$ cat src/design/door_contactor_map.vh
// register offsets, fields, reset values and timing counts for the sequencer
`ifndef DOOR_CONTACTOR_MAP_VH
`define DOOR_CONTACTOR_MAP_VH
`define CLK_FREQ_HZ          100000000
`define MS_TICK_CYCLES       (`CLK_FREQ_HZ / 1000)
`define OFS_CONTROL          8'h00
`define OFS_DOOR_THRESHOLD   8'h04
`define OFS_BRAKE_CLOSE      8'h08
`define OFS_RELEASE_DELAY    8'h0c
`define OFS_SPEED            8'h10
`define OFS_STATUS           8'h14
`define OFS_CONT_DELAY       8'h18
`define OFS_TRIP_CTRL        8'h1c
`define CTL_DOOR_SRC_LSB     0
`define CTL_DOOR_FLIP        8
`define CTL_DOUT_SRC_LSB     9
`define CTL_RELAY_SRC_LSB    17
`define CTL_MON_EN           25
`define CTL_FAST_DIS_EN      26
`define CTL_RESET            32'h0000_0000
`define SRC_DOOR_FLAG        8'h01
`define SRC_CONTACTOR        8'h02
`define ST_DOOR_FLAG         0
`define ST_CONTACTOR         1
`define ST_CONT_TRIP         2
`define ST_OC_TRIP           3
`define ST_POWER_STAGE       4
`define ST_OC_LOCKED         5
`define TRIP_CLR_CONT        0
`define TRIP_CLR_OC          1
`define STO_DEBOUNCE_MS      100
`define FEEDBACK_LIMIT_MS    2000
`define OC_LOCK_MS           10000
`define FAST_DISABLE_NS      650
`define FAST_DISABLE_CYCLES  ((`FAST_DISABLE_NS * 100) / 1000)
`define DEFAULT_THRESH_MMS   16'h0064
`define DEFAULT_BRAKE_MS     16'h00c8
`endif

$ cat src/design/door_contactor_sequencer.v
// lift drive door-opening and motor contactor sequencer with ahb-lite registers
// Behaviour
// RULE_01: door flag from comparing car speed with programmed threshold, sent to output
// RULE_02: software-writable door threshold register in mm/s
// RULE_03: door terminal driven only when its source select equals door flag code
// RULE_04: polarity flip bit inverts door terminal
// RULE_05: status bit reads internal door flag
// RULE_06: contactor drive routed to digital output or relay by source selects
// RULE_07: contactor output never changes while drive enable active
// RULE_08: power stage held off 100 ms after safe-torque-off enable goes active
// RULE_09: contactor opening delayed by brake closing time at end of travel
// RULE_10: signed ms contactor delay reported; negative means opening during enable; code reports brake plus release delay minus the ms enable was on
// RULE_11: controller keeps reported delay positive, ideally 50 to 100 ms
// RULE_12: monitor enable bit gates contactor feedback supervision
// RULE_13: fault trip if feedback closed 2 s after reaching floor level
// RULE_14: separate programmable contactor release delay
// RULE_15: controller removes safe-torque-off enable within 4 ms of opening safety
// RULE_16: no torque whenever safe-torque-off enable is open
// RULE_17: fast-disable input inactive turns power stage off within 650 ns
// RULE_18: overcurrent trip reset refused for 10 s
// RULE_19: door flag only while travelling below threshold, clear when not travelling
// RULE_20: all delays count a common 1 ms tick, counters cleared on reset; the fast-disable timeout counts clock cycles instead
`include "door_contactor_map.vh"
module door_contactor_sequencer #(
   parameter STO_DEBOUNCE_MS   = `STO_DEBOUNCE_MS,
   parameter FEEDBACK_LIMIT_MS = `FEEDBACK_LIMIT_MS,
   parameter OC_LOCK_MS        = `OC_LOCK_MS,
   parameter MS_TICK_CYCLES    = `MS_TICK_CYCLES
) (
   input  wire        clock_in,
   input  wire        srst_in,
   input  wire        hsel_in,
   input  wire [31:0] haddr_in,
   input  wire [1:0]  htrans_in,
   input  wire        hwrite_in,
   input  wire [2:0]  hsize_in,
   input  wire [31:0] hwdata_in,
   input  wire        hready_in,
   output wire        hreadyout_out,
   output wire        hresp_out,
   output reg  [31:0] hrdata_out,
   input  wire        drive_enable_in,
   input  wire        sto_enable_in,
   input  wire        fast_disable_input_in,
   input  wire        travel_in,
   input  wire        at_floor_in,
   input  wire        contactor_feedback_input_in,
   input  wire        overcurrent_in,
   output reg         door_terminal_out,
   output reg         digital_output_out,
   output reg         relay_output_out,
   output reg         power_stage_enable_out,
   output reg         contactor_fault_trip_out,
   output reg         output_overcurrent_trip_out
);
   reg  [31:0] control;
   reg  [15:0] door_open_speed_threshold;
   reg  [15:0] brake_closing_time;
   reg  [15:0] contactor_release_delay;
   reg  [15:0] car_speed;
   reg         door_open_flag;
   reg         contactor_drive_output;
   reg  [15:0] contactor_delay_time;
   reg  [15:0] enable_off_ms;
   reg         enable_prev;
   reg  [31:0] tick_count;
   reg         ms_tick;
   reg  [15:0] sto_ms;
   reg  [15:0] floor_ms;
   reg  [15:0] oc_ms;
   reg  [15:0] open_wait_ms;
   reg         open_pending;
   reg  [7:0]  fast_cnt;
   reg         fast_kill;
   reg         ph_valid;
   reg         ph_write;
   reg  [7:0]  ph_addr;
   reg  [31:0] next_rdata;
   reg         rd_late;
   wire [7:0]  door_src  = control[`CTL_DOOR_SRC_LSB+7:`CTL_DOOR_SRC_LSB];
   wire [7:0]  dout_src  = control[`CTL_DOUT_SRC_LSB+7:`CTL_DOUT_SRC_LSB];
   wire [7:0]  relay_src = control[`CTL_RELAY_SRC_LSB+7:`CTL_RELAY_SRC_LSB];
   wire        mon_en    = control[`CTL_MON_EN];
   wire        fast_en   = control[`CTL_FAST_DIS_EN];
   wire [15:0] speed_mag = car_speed[15] ? (~car_speed + 16'h0001) : car_speed;
   wire        wr_en     = ph_valid & ph_write;
   wire        rd_req    = hready_in & hsel_in & htrans_in[1] & ~hwrite_in;
   wire [7:0]  rd_addr   = rd_late ? ph_addr : haddr_in[7:0];
   wire        oc_locked = output_overcurrent_trip_out & (oc_ms < OC_LOCK_MS);
   wire        sto_ok    = sto_enable_in & (sto_ms >= STO_DEBOUNCE_MS);
   wire        fast_ok   = ~fast_en | ~fast_kill;
   wire [15:0] open_target = brake_closing_time + contactor_release_delay;

   assign hreadyout_out = ~rd_late;
   assign hresp_out     = 1'b0;

   // ahb-lite address phase capture
   always @(posedge clock_in) begin
      if (srst_in) begin
         ph_valid <= 1'b0;
         ph_write <= 1'b0;
         ph_addr  <= 8'h00;
      end else if (hready_in) begin
         ph_valid <= hsel_in & htrans_in[1];
         ph_write <= hwrite_in;
         ph_addr  <= haddr_in[7:0];
      end
   end

   // register writes
   always @(posedge clock_in) begin
      if (srst_in) begin
         control                   <= `CTL_RESET;
         door_open_speed_threshold <= `DEFAULT_THRESH_MMS;
         brake_closing_time        <= `DEFAULT_BRAKE_MS;
         contactor_release_delay   <= 16'h0000;
         car_speed                 <= 16'h0000;
      end else if (wr_en) begin
         if (ph_addr == `OFS_CONTROL) begin
            control <= hwdata_in;
         end else if (ph_addr == `OFS_DOOR_THRESHOLD) begin
            door_open_speed_threshold <= hwdata_in[15:0]; // see RULE_02
         end else if (ph_addr == `OFS_BRAKE_CLOSE) begin
            brake_closing_time <= hwdata_in[15:0];
         end else if (ph_addr == `OFS_RELEASE_DELAY) begin
            contactor_release_delay <= hwdata_in[15:0]; // see RULE_14
         end else if (ph_addr == `OFS_SPEED) begin
            car_speed <= hwdata_in[15:0];
         end
      end
   end

   // read mux on the address phase, or on a read held behind a write
   always @* begin
      next_rdata = 32'h0000_0000;
      if (rd_addr == `OFS_CONTROL) begin
         next_rdata = control;
      end else if (rd_addr == `OFS_DOOR_THRESHOLD) begin
         next_rdata = {16'h0000, door_open_speed_threshold};
      end else if (rd_addr == `OFS_BRAKE_CLOSE) begin
         next_rdata = {16'h0000, brake_closing_time};
      end else if (rd_addr == `OFS_RELEASE_DELAY) begin
         next_rdata = {16'h0000, contactor_release_delay};
      end else if (rd_addr == `OFS_SPEED) begin
         next_rdata = {16'h0000, car_speed};
      end else if (rd_addr == `OFS_STATUS) begin
         next_rdata[`ST_DOOR_FLAG]   = door_open_flag; // see RULE_05
         next_rdata[`ST_CONTACTOR]   = contactor_drive_output;
         next_rdata[`ST_CONT_TRIP]   = contactor_fault_trip_out;
         next_rdata[`ST_OC_TRIP]     = output_overcurrent_trip_out;
         next_rdata[`ST_POWER_STAGE] = power_stage_enable_out;
         next_rdata[`ST_OC_LOCKED]   = oc_locked;
      end else if (rd_addr == `OFS_CONT_DELAY) begin
         next_rdata = {{16{contactor_delay_time[15]}}, contactor_delay_time}; // see RULE_10
      end
   end

   // read data loaded at the address phase edge, stands through the data phase
   // a read meeting a write data phase waits one cycle for the written value
   always @(posedge clock_in) begin
      if (srst_in) begin
         rd_late    <= 1'b0;
         hrdata_out <= 32'h0000_0000;
      end else begin
         rd_late <= rd_req & wr_en;
         if ((rd_req && !wr_en) || rd_late) begin
            hrdata_out <= next_rdata; // see RULE_05
         end
      end
   end

   // 1 ms time base
   always @(posedge clock_in) begin
      if (srst_in) begin
         tick_count <= 32'h0000_0000;
         ms_tick    <= 1'b0;
      end else if (tick_count == MS_TICK_CYCLES - 1) begin
         tick_count <= 32'h0000_0000; // see RULE_20
         ms_tick    <= 1'b1;
      end else begin
         tick_count <= tick_count + 32'h0000_0001;
         ms_tick    <= 1'b0;
      end
   end

   // door opening flag and terminal
   always @(posedge clock_in) begin
      if (srst_in) begin
         door_open_flag    <= 1'b0;
         door_terminal_out <= 1'b0;
      end else begin
         door_open_flag <= travel_in & (speed_mag < door_open_speed_threshold); // see RULE_01 RULE_19
         if (door_src == `SRC_DOOR_FLAG) begin
            door_terminal_out <= door_open_flag ^ control[`CTL_DOOR_FLIP]; // see RULE_03 RULE_04
         end else begin
            door_terminal_out <= 1'b0;
         end
      end
   end

   // safe-torque-off debounce, fast disable and power stage
   always @(posedge clock_in) begin
      if (srst_in) begin
         sto_ms    <= 16'h0000;
         fast_cnt  <= 8'h00;
         fast_kill <= 1'b0;
         power_stage_enable_out <= 1'b0;
      end else begin
         if (!sto_enable_in) begin
            sto_ms <= 16'h0000;
         end else if (ms_tick && sto_ms < STO_DEBOUNCE_MS) begin
            sto_ms <= sto_ms + 16'h0001; // see RULE_08
         end
         if (fast_disable_input_in) begin
            fast_cnt  <= 8'h00;
            fast_kill <= 1'b0;
         end else if (fast_cnt < `FAST_DISABLE_CYCLES - 2) begin
            fast_cnt <= fast_cnt + 8'h01;
         end else begin
            fast_kill <= 1'b1; // see RULE_17
         end
         power_stage_enable_out <= sto_ok & drive_enable_in & fast_ok & sto_enable_in
                                   & ~output_overcurrent_trip_out; // see RULE_16
      end
   end

   // contactor drive, opening delay and delay report
   always @(posedge clock_in) begin
      if (srst_in) begin
         contactor_drive_output <= 1'b0;
         open_pending           <= 1'b0;
         open_wait_ms           <= 16'h0000;
         enable_off_ms          <= 16'h0000;
         enable_prev            <= 1'b0;
         contactor_delay_time   <= 16'h0000;
      end else begin
         enable_prev <= drive_enable_in;
         if (drive_enable_in) begin
            open_pending <= 1'b0; // see RULE_07
            open_wait_ms <= 16'h0000;
            if (!enable_prev) begin
               enable_off_ms <= 16'h0000;
            end else if (ms_tick) begin
               enable_off_ms <= enable_off_ms + 16'h0001;
            end
         end else if (!contactor_drive_output && travel_in) begin
            contactor_drive_output <= 1'b1;
         end else if (contactor_drive_output && !travel_in && !open_pending) begin
            open_pending <= 1'b1;
            open_wait_ms <= 16'h0000;
         end else if (open_pending) begin
            if (open_wait_ms >= open_target) begin
               contactor_drive_output <= 1'b0; // see RULE_09
               open_pending           <= 1'b0;
            end else if (ms_tick) begin
               open_wait_ms <= open_wait_ms + 16'h0001;
            end
         end
         if (enable_prev && !drive_enable_in) begin
            contactor_delay_time <= open_target - enable_off_ms; // see RULE_10
         end
      end
   end

   always @(posedge clock_in) begin
      if (srst_in) begin
         digital_output_out <= 1'b0;
         relay_output_out   <= 1'b0;
      end else begin
         digital_output_out <= (dout_src == `SRC_CONTACTOR) ? contactor_drive_output
                             : (dout_src == `SRC_DOOR_FLAG) ? door_open_flag : 1'b0; // see RULE_06
         relay_output_out   <= (relay_src == `SRC_CONTACTOR) & contactor_drive_output;
      end
   end

   // contactor feedback supervision and overcurrent lockout
   always @(posedge clock_in) begin
      if (srst_in) begin
         floor_ms                    <= 16'h0000;
         oc_ms                       <= 16'h0000;
         contactor_fault_trip_out    <= 1'b0;
         output_overcurrent_trip_out <= 1'b0;
      end else begin
         if (!mon_en || !at_floor_in || !contactor_feedback_input_in) begin
            floor_ms <= 16'h0000; // see RULE_12
         end else if (floor_ms >= FEEDBACK_LIMIT_MS) begin
            contactor_fault_trip_out <= 1'b1; // see RULE_13
         end else if (ms_tick) begin
            floor_ms <= floor_ms + 16'h0001;
         end
         if (wr_en && ph_addr == `OFS_TRIP_CTRL && hwdata_in[`TRIP_CLR_CONT]
             && !(mon_en && floor_ms >= FEEDBACK_LIMIT_MS)) begin
            contactor_fault_trip_out <= 1'b0;
         end
         if (overcurrent_in) begin
            output_overcurrent_trip_out <= 1'b1;
            oc_ms                       <= 16'h0000;
         end else if (wr_en && ph_addr == `OFS_TRIP_CTRL && hwdata_in[`TRIP_CLR_OC]
                      && !oc_locked) begin
            output_overcurrent_trip_out <= 1'b0; // see RULE_18
         end else if (ms_tick && oc_locked) begin
            oc_ms <= oc_ms + 16'h0001;
         end
      end
   end
endmodule // door_contactor_sequencer

$ cat config.mk
export PLATFORM = sky130hd
export DESIGN_NAME = door_contactor_sequencer
export DESIGN_NICKNAME = d
export VERILOG_FILES = /design/src/design/door_contactor_sequencer.v
export VERILOG_INCLUDE_DIRS = /design/src /design/src/design
export SDC_FILE = /design/constraint.sdc
export NUM_CORES = 1
export LEC_CHECK = 0
export BUFFER_PORTS_ARGS = -buffer_cell sky130_fd_sc_hd__buf_2
export CAP_MARGIN = 10
export CORE_AREA = 2 2 150 152
export CTS_CLUSTER_SIZE = 20
export DETAILED_ROUTE_END_ITERATION = 8
export DIE_AREA = 0 0 152 154
export GPL_ROUTABILITY_DRIVEN = 0
export HOLD_SLACK_MARGIN = 0.1
export MAX_ROUTING_LAYER = met4
export PLACE_DENSITY = 0.86
export SYNTH_ARGS = -nofsm -noshare
export SYNTH_HDL_FRONTEND = slang
export SYNTH_SLANG_ARGS = --single-unit
$ cat constraint.sdc
create_clock -name clock_in -period 6.9 [get_ports clock_in]
set_input_delay 1.38 -clock clock_in [delete_from_list [all_inputs] [get_ports clock_in]]
set_output_delay 1.38 -clock clock_in [all_outputs]
set_load 0.01 [all_outputs]
==> impl_metrics.tcl <==
set metrics [dict create \
    hold-path-cell-count 2 \
    routed_wirelength_um 35600 \
    mostFrequentLayoutCells "sky130_fd_sc_hd__dfxtp_1 (287), sky130_fd_sc_hd__nand2_1 (268), sky130_fd_sc_hd__nor2_1 (187)" \
    detail_route.vias_per_cell 6.07 \
    timing.critical_path.arrival_ns 5.99 \
    dp_hpwl_um 24900 \
    critPathKind "reg2reg" \
    fp.dieArea_um2 23400 \
    post-cts-setup-buffer-count 0 \
    finalClockSkew_ns 0.0183 \
    synth_enable_flop_cells 0 \
    cp-start-kind "flip-flop" \
    placement_rows 54 \
    numPlacedInstances 2022 \
    grt_use_total_pct 30.3 \
    fmaxAchievable_ghz 0.181 \
    nNetsFinal 1930 \
    clock_sinks 287 \
    remaining_global_route_overflow 0 \
    synth-main-ff-cell "sky130_fd_sc_hd__dfxtp_1" \
    outcome "completed" \
    grt_first_pass_wirelength_um 58000 \
    number_of_design_rule_violations_left_after_detail_routing 0 \
    timing.critical_path.to_type "flip-flop" \
    largest_buffer_count_on_any_clock_path 3 \
    htree_num_levels 1 \
    r2r.worst_path.cells 18 \
    ys_seq_area_share_pct 41.1 \
    pwr_density_nw_per_um2 220 \
    antenna-diode-count 0 \
    synth_fa_ha_area_share_pct 6.64 \
    netlist_area_um2 14000 \
    clock_tree_from_tritoncts "yes" \
    synthesis.nets 1871 \
    routed_wire_length_per_instance_um 17.1 \
    final_cycle_utilization_of_the_critical_path_pct 79.9 \
    async_reset_ff_share_pct 0 \
    leakage_nw 6.18 \
    path_clk_slew_ns 0.06 \
    synth.distinct_cells 66 \
    mostFrequentLayoutCell "sky130_fd_sc_hd__dfxtp_1" \
    number_of_cts_inserted_buffers 30 \
    setup_violations_final 0 \
    setup-tns-final_ns 0 \
    fraction_of_the_mapped_netlist_area_in_compound_gates_pct 16.2 \
    cts_resized 0 \
    max-vdd-ir-drop_v 0.000243 \
    coreArea_um2 21700 \
    finish.cell_count_without_fillers 2077 \
    tightest_slew_ns 1.32 \
    dieHeight_um 154 \
    route.vias.total 12600 \
    synth_simple_gate_area_share_pct 22.4 \
    unrepaired_setup_endpoints_after_global_routing "no" \
    grt_max_degree 72 \
    clock_latency_ns 0.57 \
    first_global_vias 12200 \
    final_critical_delay_including_setup_and_external_delays_ns 5.51 \
    drv.max_cap_violation_count 0 \
    initial_utilization_pct 64.5 \
    timing.final.hold_violations 0 \
    synth.avg_cell_area_um2 8.15 \
    cts_hold_buf 0 \
    area_delta_synth_final_pct 11.5 \
    cts_root_buffer "sky130_fd_sc_hd__clkbuf_16" \
    relSlewSlack_pct 11.4 \
    grt_antenna_before_repair 0 \
    drt_iter0_drc 1059 \
    hold_class "reg2reg" \
    required_ns 7.38 \
    pin_count 121 \
    drt_pre_antenna_iters 6 \
    max_slew_violations 0 \
    final_layout_size_suffix_gt1_share_pct 9.02 \
    synth-seq-cells 287 \
    synth_top_family_by_area "simple AND/OR/NAND/NOR gates" \
    post_synth_xor_area_fraction_pct 7.33 \
    post_synth_inst_count 1717 \
    yosysWarningCount 0 \
    yosys-mux-area-fraction_pct 2.30 \
    cp_max_fo 11 \
    die_w_um 152 \
    port_buffers 91 \
    ant_nets 0 \
]
==> sequential cells by signal, indices dropped and copies added (netlist names), 8 cells and up <==
| name | count |
|---|---|
| ph_addr | 8 |
| hrdata_out | 32 |
| contactor_release_delay | 16 |
| tick_count | 32 |
| floor_ms | 16 |
| brake_closing_time | 16 |
| fast_cnt | 8 |
| oc_ms | 16 |
| enable_off_ms | 16 |
| door_open_speed_threshold | 16 |
| car_speed | 16 |
| open_wait_ms | 16 |
| sto_ms | 16 |
| control | 32 |
| contactor_delay_time | 16 |
==> power breakdown <==
part	total, W	switching (W)	leakage (nW)	internal [W]
clock	0.00163	0.000670	0.479	0.000958
combinational	0.000122	0.0000834	3.38	0.0000383
sequential	0.00169	0.0000140	2.32	0.00167
==> metal layers <==
| layer | share of wire (%) | GRT usage, % | vias up | wire, µm |
|---|---|---|---|---|
| li1 | - | - | 6079 | - |
| met1 | 42 | 38.0 | 5948 | 14900 |
| met2 | 46 | 48.6 | 475 | 16400 |
| met3 | 7.7 | 4.90 | 113 | 2740 |
| met4 | 4.3 | 13.2 | 0 | 1540 |
| met5 | 0 | - | - | 0 |
==> kinds of logic (layout without fill, tap and decap cells) <==
family,count (synthesis),count (layout)
adders and majority gates,73,73
AOI/OAI and AO/OA,368,368
xor gates and xnor gates,117,117
and+or+nand+nor,690,690
buffers and inverters,149,229
DFF,287,287
muxes,32,32
other,1,1
==> worst max-delay path, cell delays in order (launching register included) <==
cell and delay, ns:
sky130_fd_sc_hd__dfxtp_1 0.42, sky130_fd_sc_hd__ha_1 0.28, sky130_fd_sc_hd__a211oi_1 0.27, sky130_fd_sc_hd__o21ai_0 0.17, sky130_fd_sc_hd__a31oi_1 0.42, sky130_fd_sc_hd__o21ai_0 0.24, sky130_fd_sc_hd__a21o_1 0.22, sky130_fd_sc_hd__a21o_1 0.18
sky130_fd_sc_hd__xor2_1 0.24, sky130_fd_sc_hd__inv_1 0.07, sky130_fd_sc_hd__ha_1 0.31, sky130_fd_sc_hd__a21o_1 0.18, sky130_fd_sc_hd__a21o_1 0.16, sky130_fd_sc_hd__a221o_1 0.37, sky130_fd_sc_hd__a41oi_2 0.25, sky130_fd_sc_hd__a21oi_1 0.29
sky130_fd_sc_hd__or4_1 0.68, sky130_fd_sc_hd__or4_1 0.53, sky130_fd_sc_hd__a21oi_1 0.14
==> synth_stat cells (all sizes together), types with 5 or more instances <==
library cell  instances  area share [%]
a211oi               14            0.79
a21o                 19             1.0
a21oi               156             5.6
a221oi               20             1.3
a22oi                16            0.86
a31oi                11            0.49
and2                 19            0.85
and3                 22            0.98
and4                  6            0.38
buf                   7            0.22
clkbuf               66             1.8
dfxtp               287              41
ha                   71             6.4
inv                  75             2.0
mux2i                31             2.2
nand2               268             7.2
nand2b               11            0.49
nand3                53             1.9
nand4                23             1.0
nor2                188             5.0
nor2b                 9            0.40
nor3                 31             1.1
nor4                 16            0.72
o211ai                9            0.48
o21a                 10            0.54
o21ai                68             2.4
o21bai                5            0.27
o221ai                5            0.31
o31ai                 6            0.32
or2                   9            0.40
or3                  13            0.58
or4                  10            0.54
xnor2                65             4.1
xor2                 52             3.3
==> through the flow <==
stage | hold WS, ns | instance area (µm²) | power, W | worst slack, ns | utilization [%]
6_report | 0.444 | 15600 | 0.00344 | 1.39 | 71.9
5_1_grt | 0.466 | 15600 | 0.00352 | 0.970 | 71.9
4_1_cts | 0.445 | 15600 | 0.00344 | 1.40 | 71.8
3_5_place_dp | 0.432 | 14600 | 0.00184 | 1.45 | 67.2
3_3_place_gp | 0.422 | 14600 | 0.00184 | 1.52 | 67.2
2_1_floorplan | 0.415 | 14000 | 0.00179 | 2.22 | -
==> worst paths after layout <==
check / end / slack, ns / from
worst min register to register: oc_ms[15]$_SDFFE_PP0P_ / 0.44 / oc_ms[15]$_SDFFE_PP0P_
worst min-delay path: oc_ms[15]$_SDFFE_PP0P_ / 0.44 / oc_ms[15]$_SDFFE_PP0P_
worst max-delay path: open_wait_ms[15]$_SDFFE_PP0P_ / 1.39 / contactor_release_delay[1]$_SDFFE_PP0P_
worst max register to register: open_wait_ms[15]$_SDFFE_PP0P_ / 1.39 / contactor_release_delay[1]$_SDFFE_PP0P_
==> area by class of cell <==
cell class,count,area [µm²]
clock buffers,45,887
clock inverters,8,109
fillers,1644,6090
inverters,76,285
multi-input cells,1281,7680
flip-flops and latches,287,5750
well taps,280,350
repair buffers,100,546
Power figures use the tool's default switching activity.
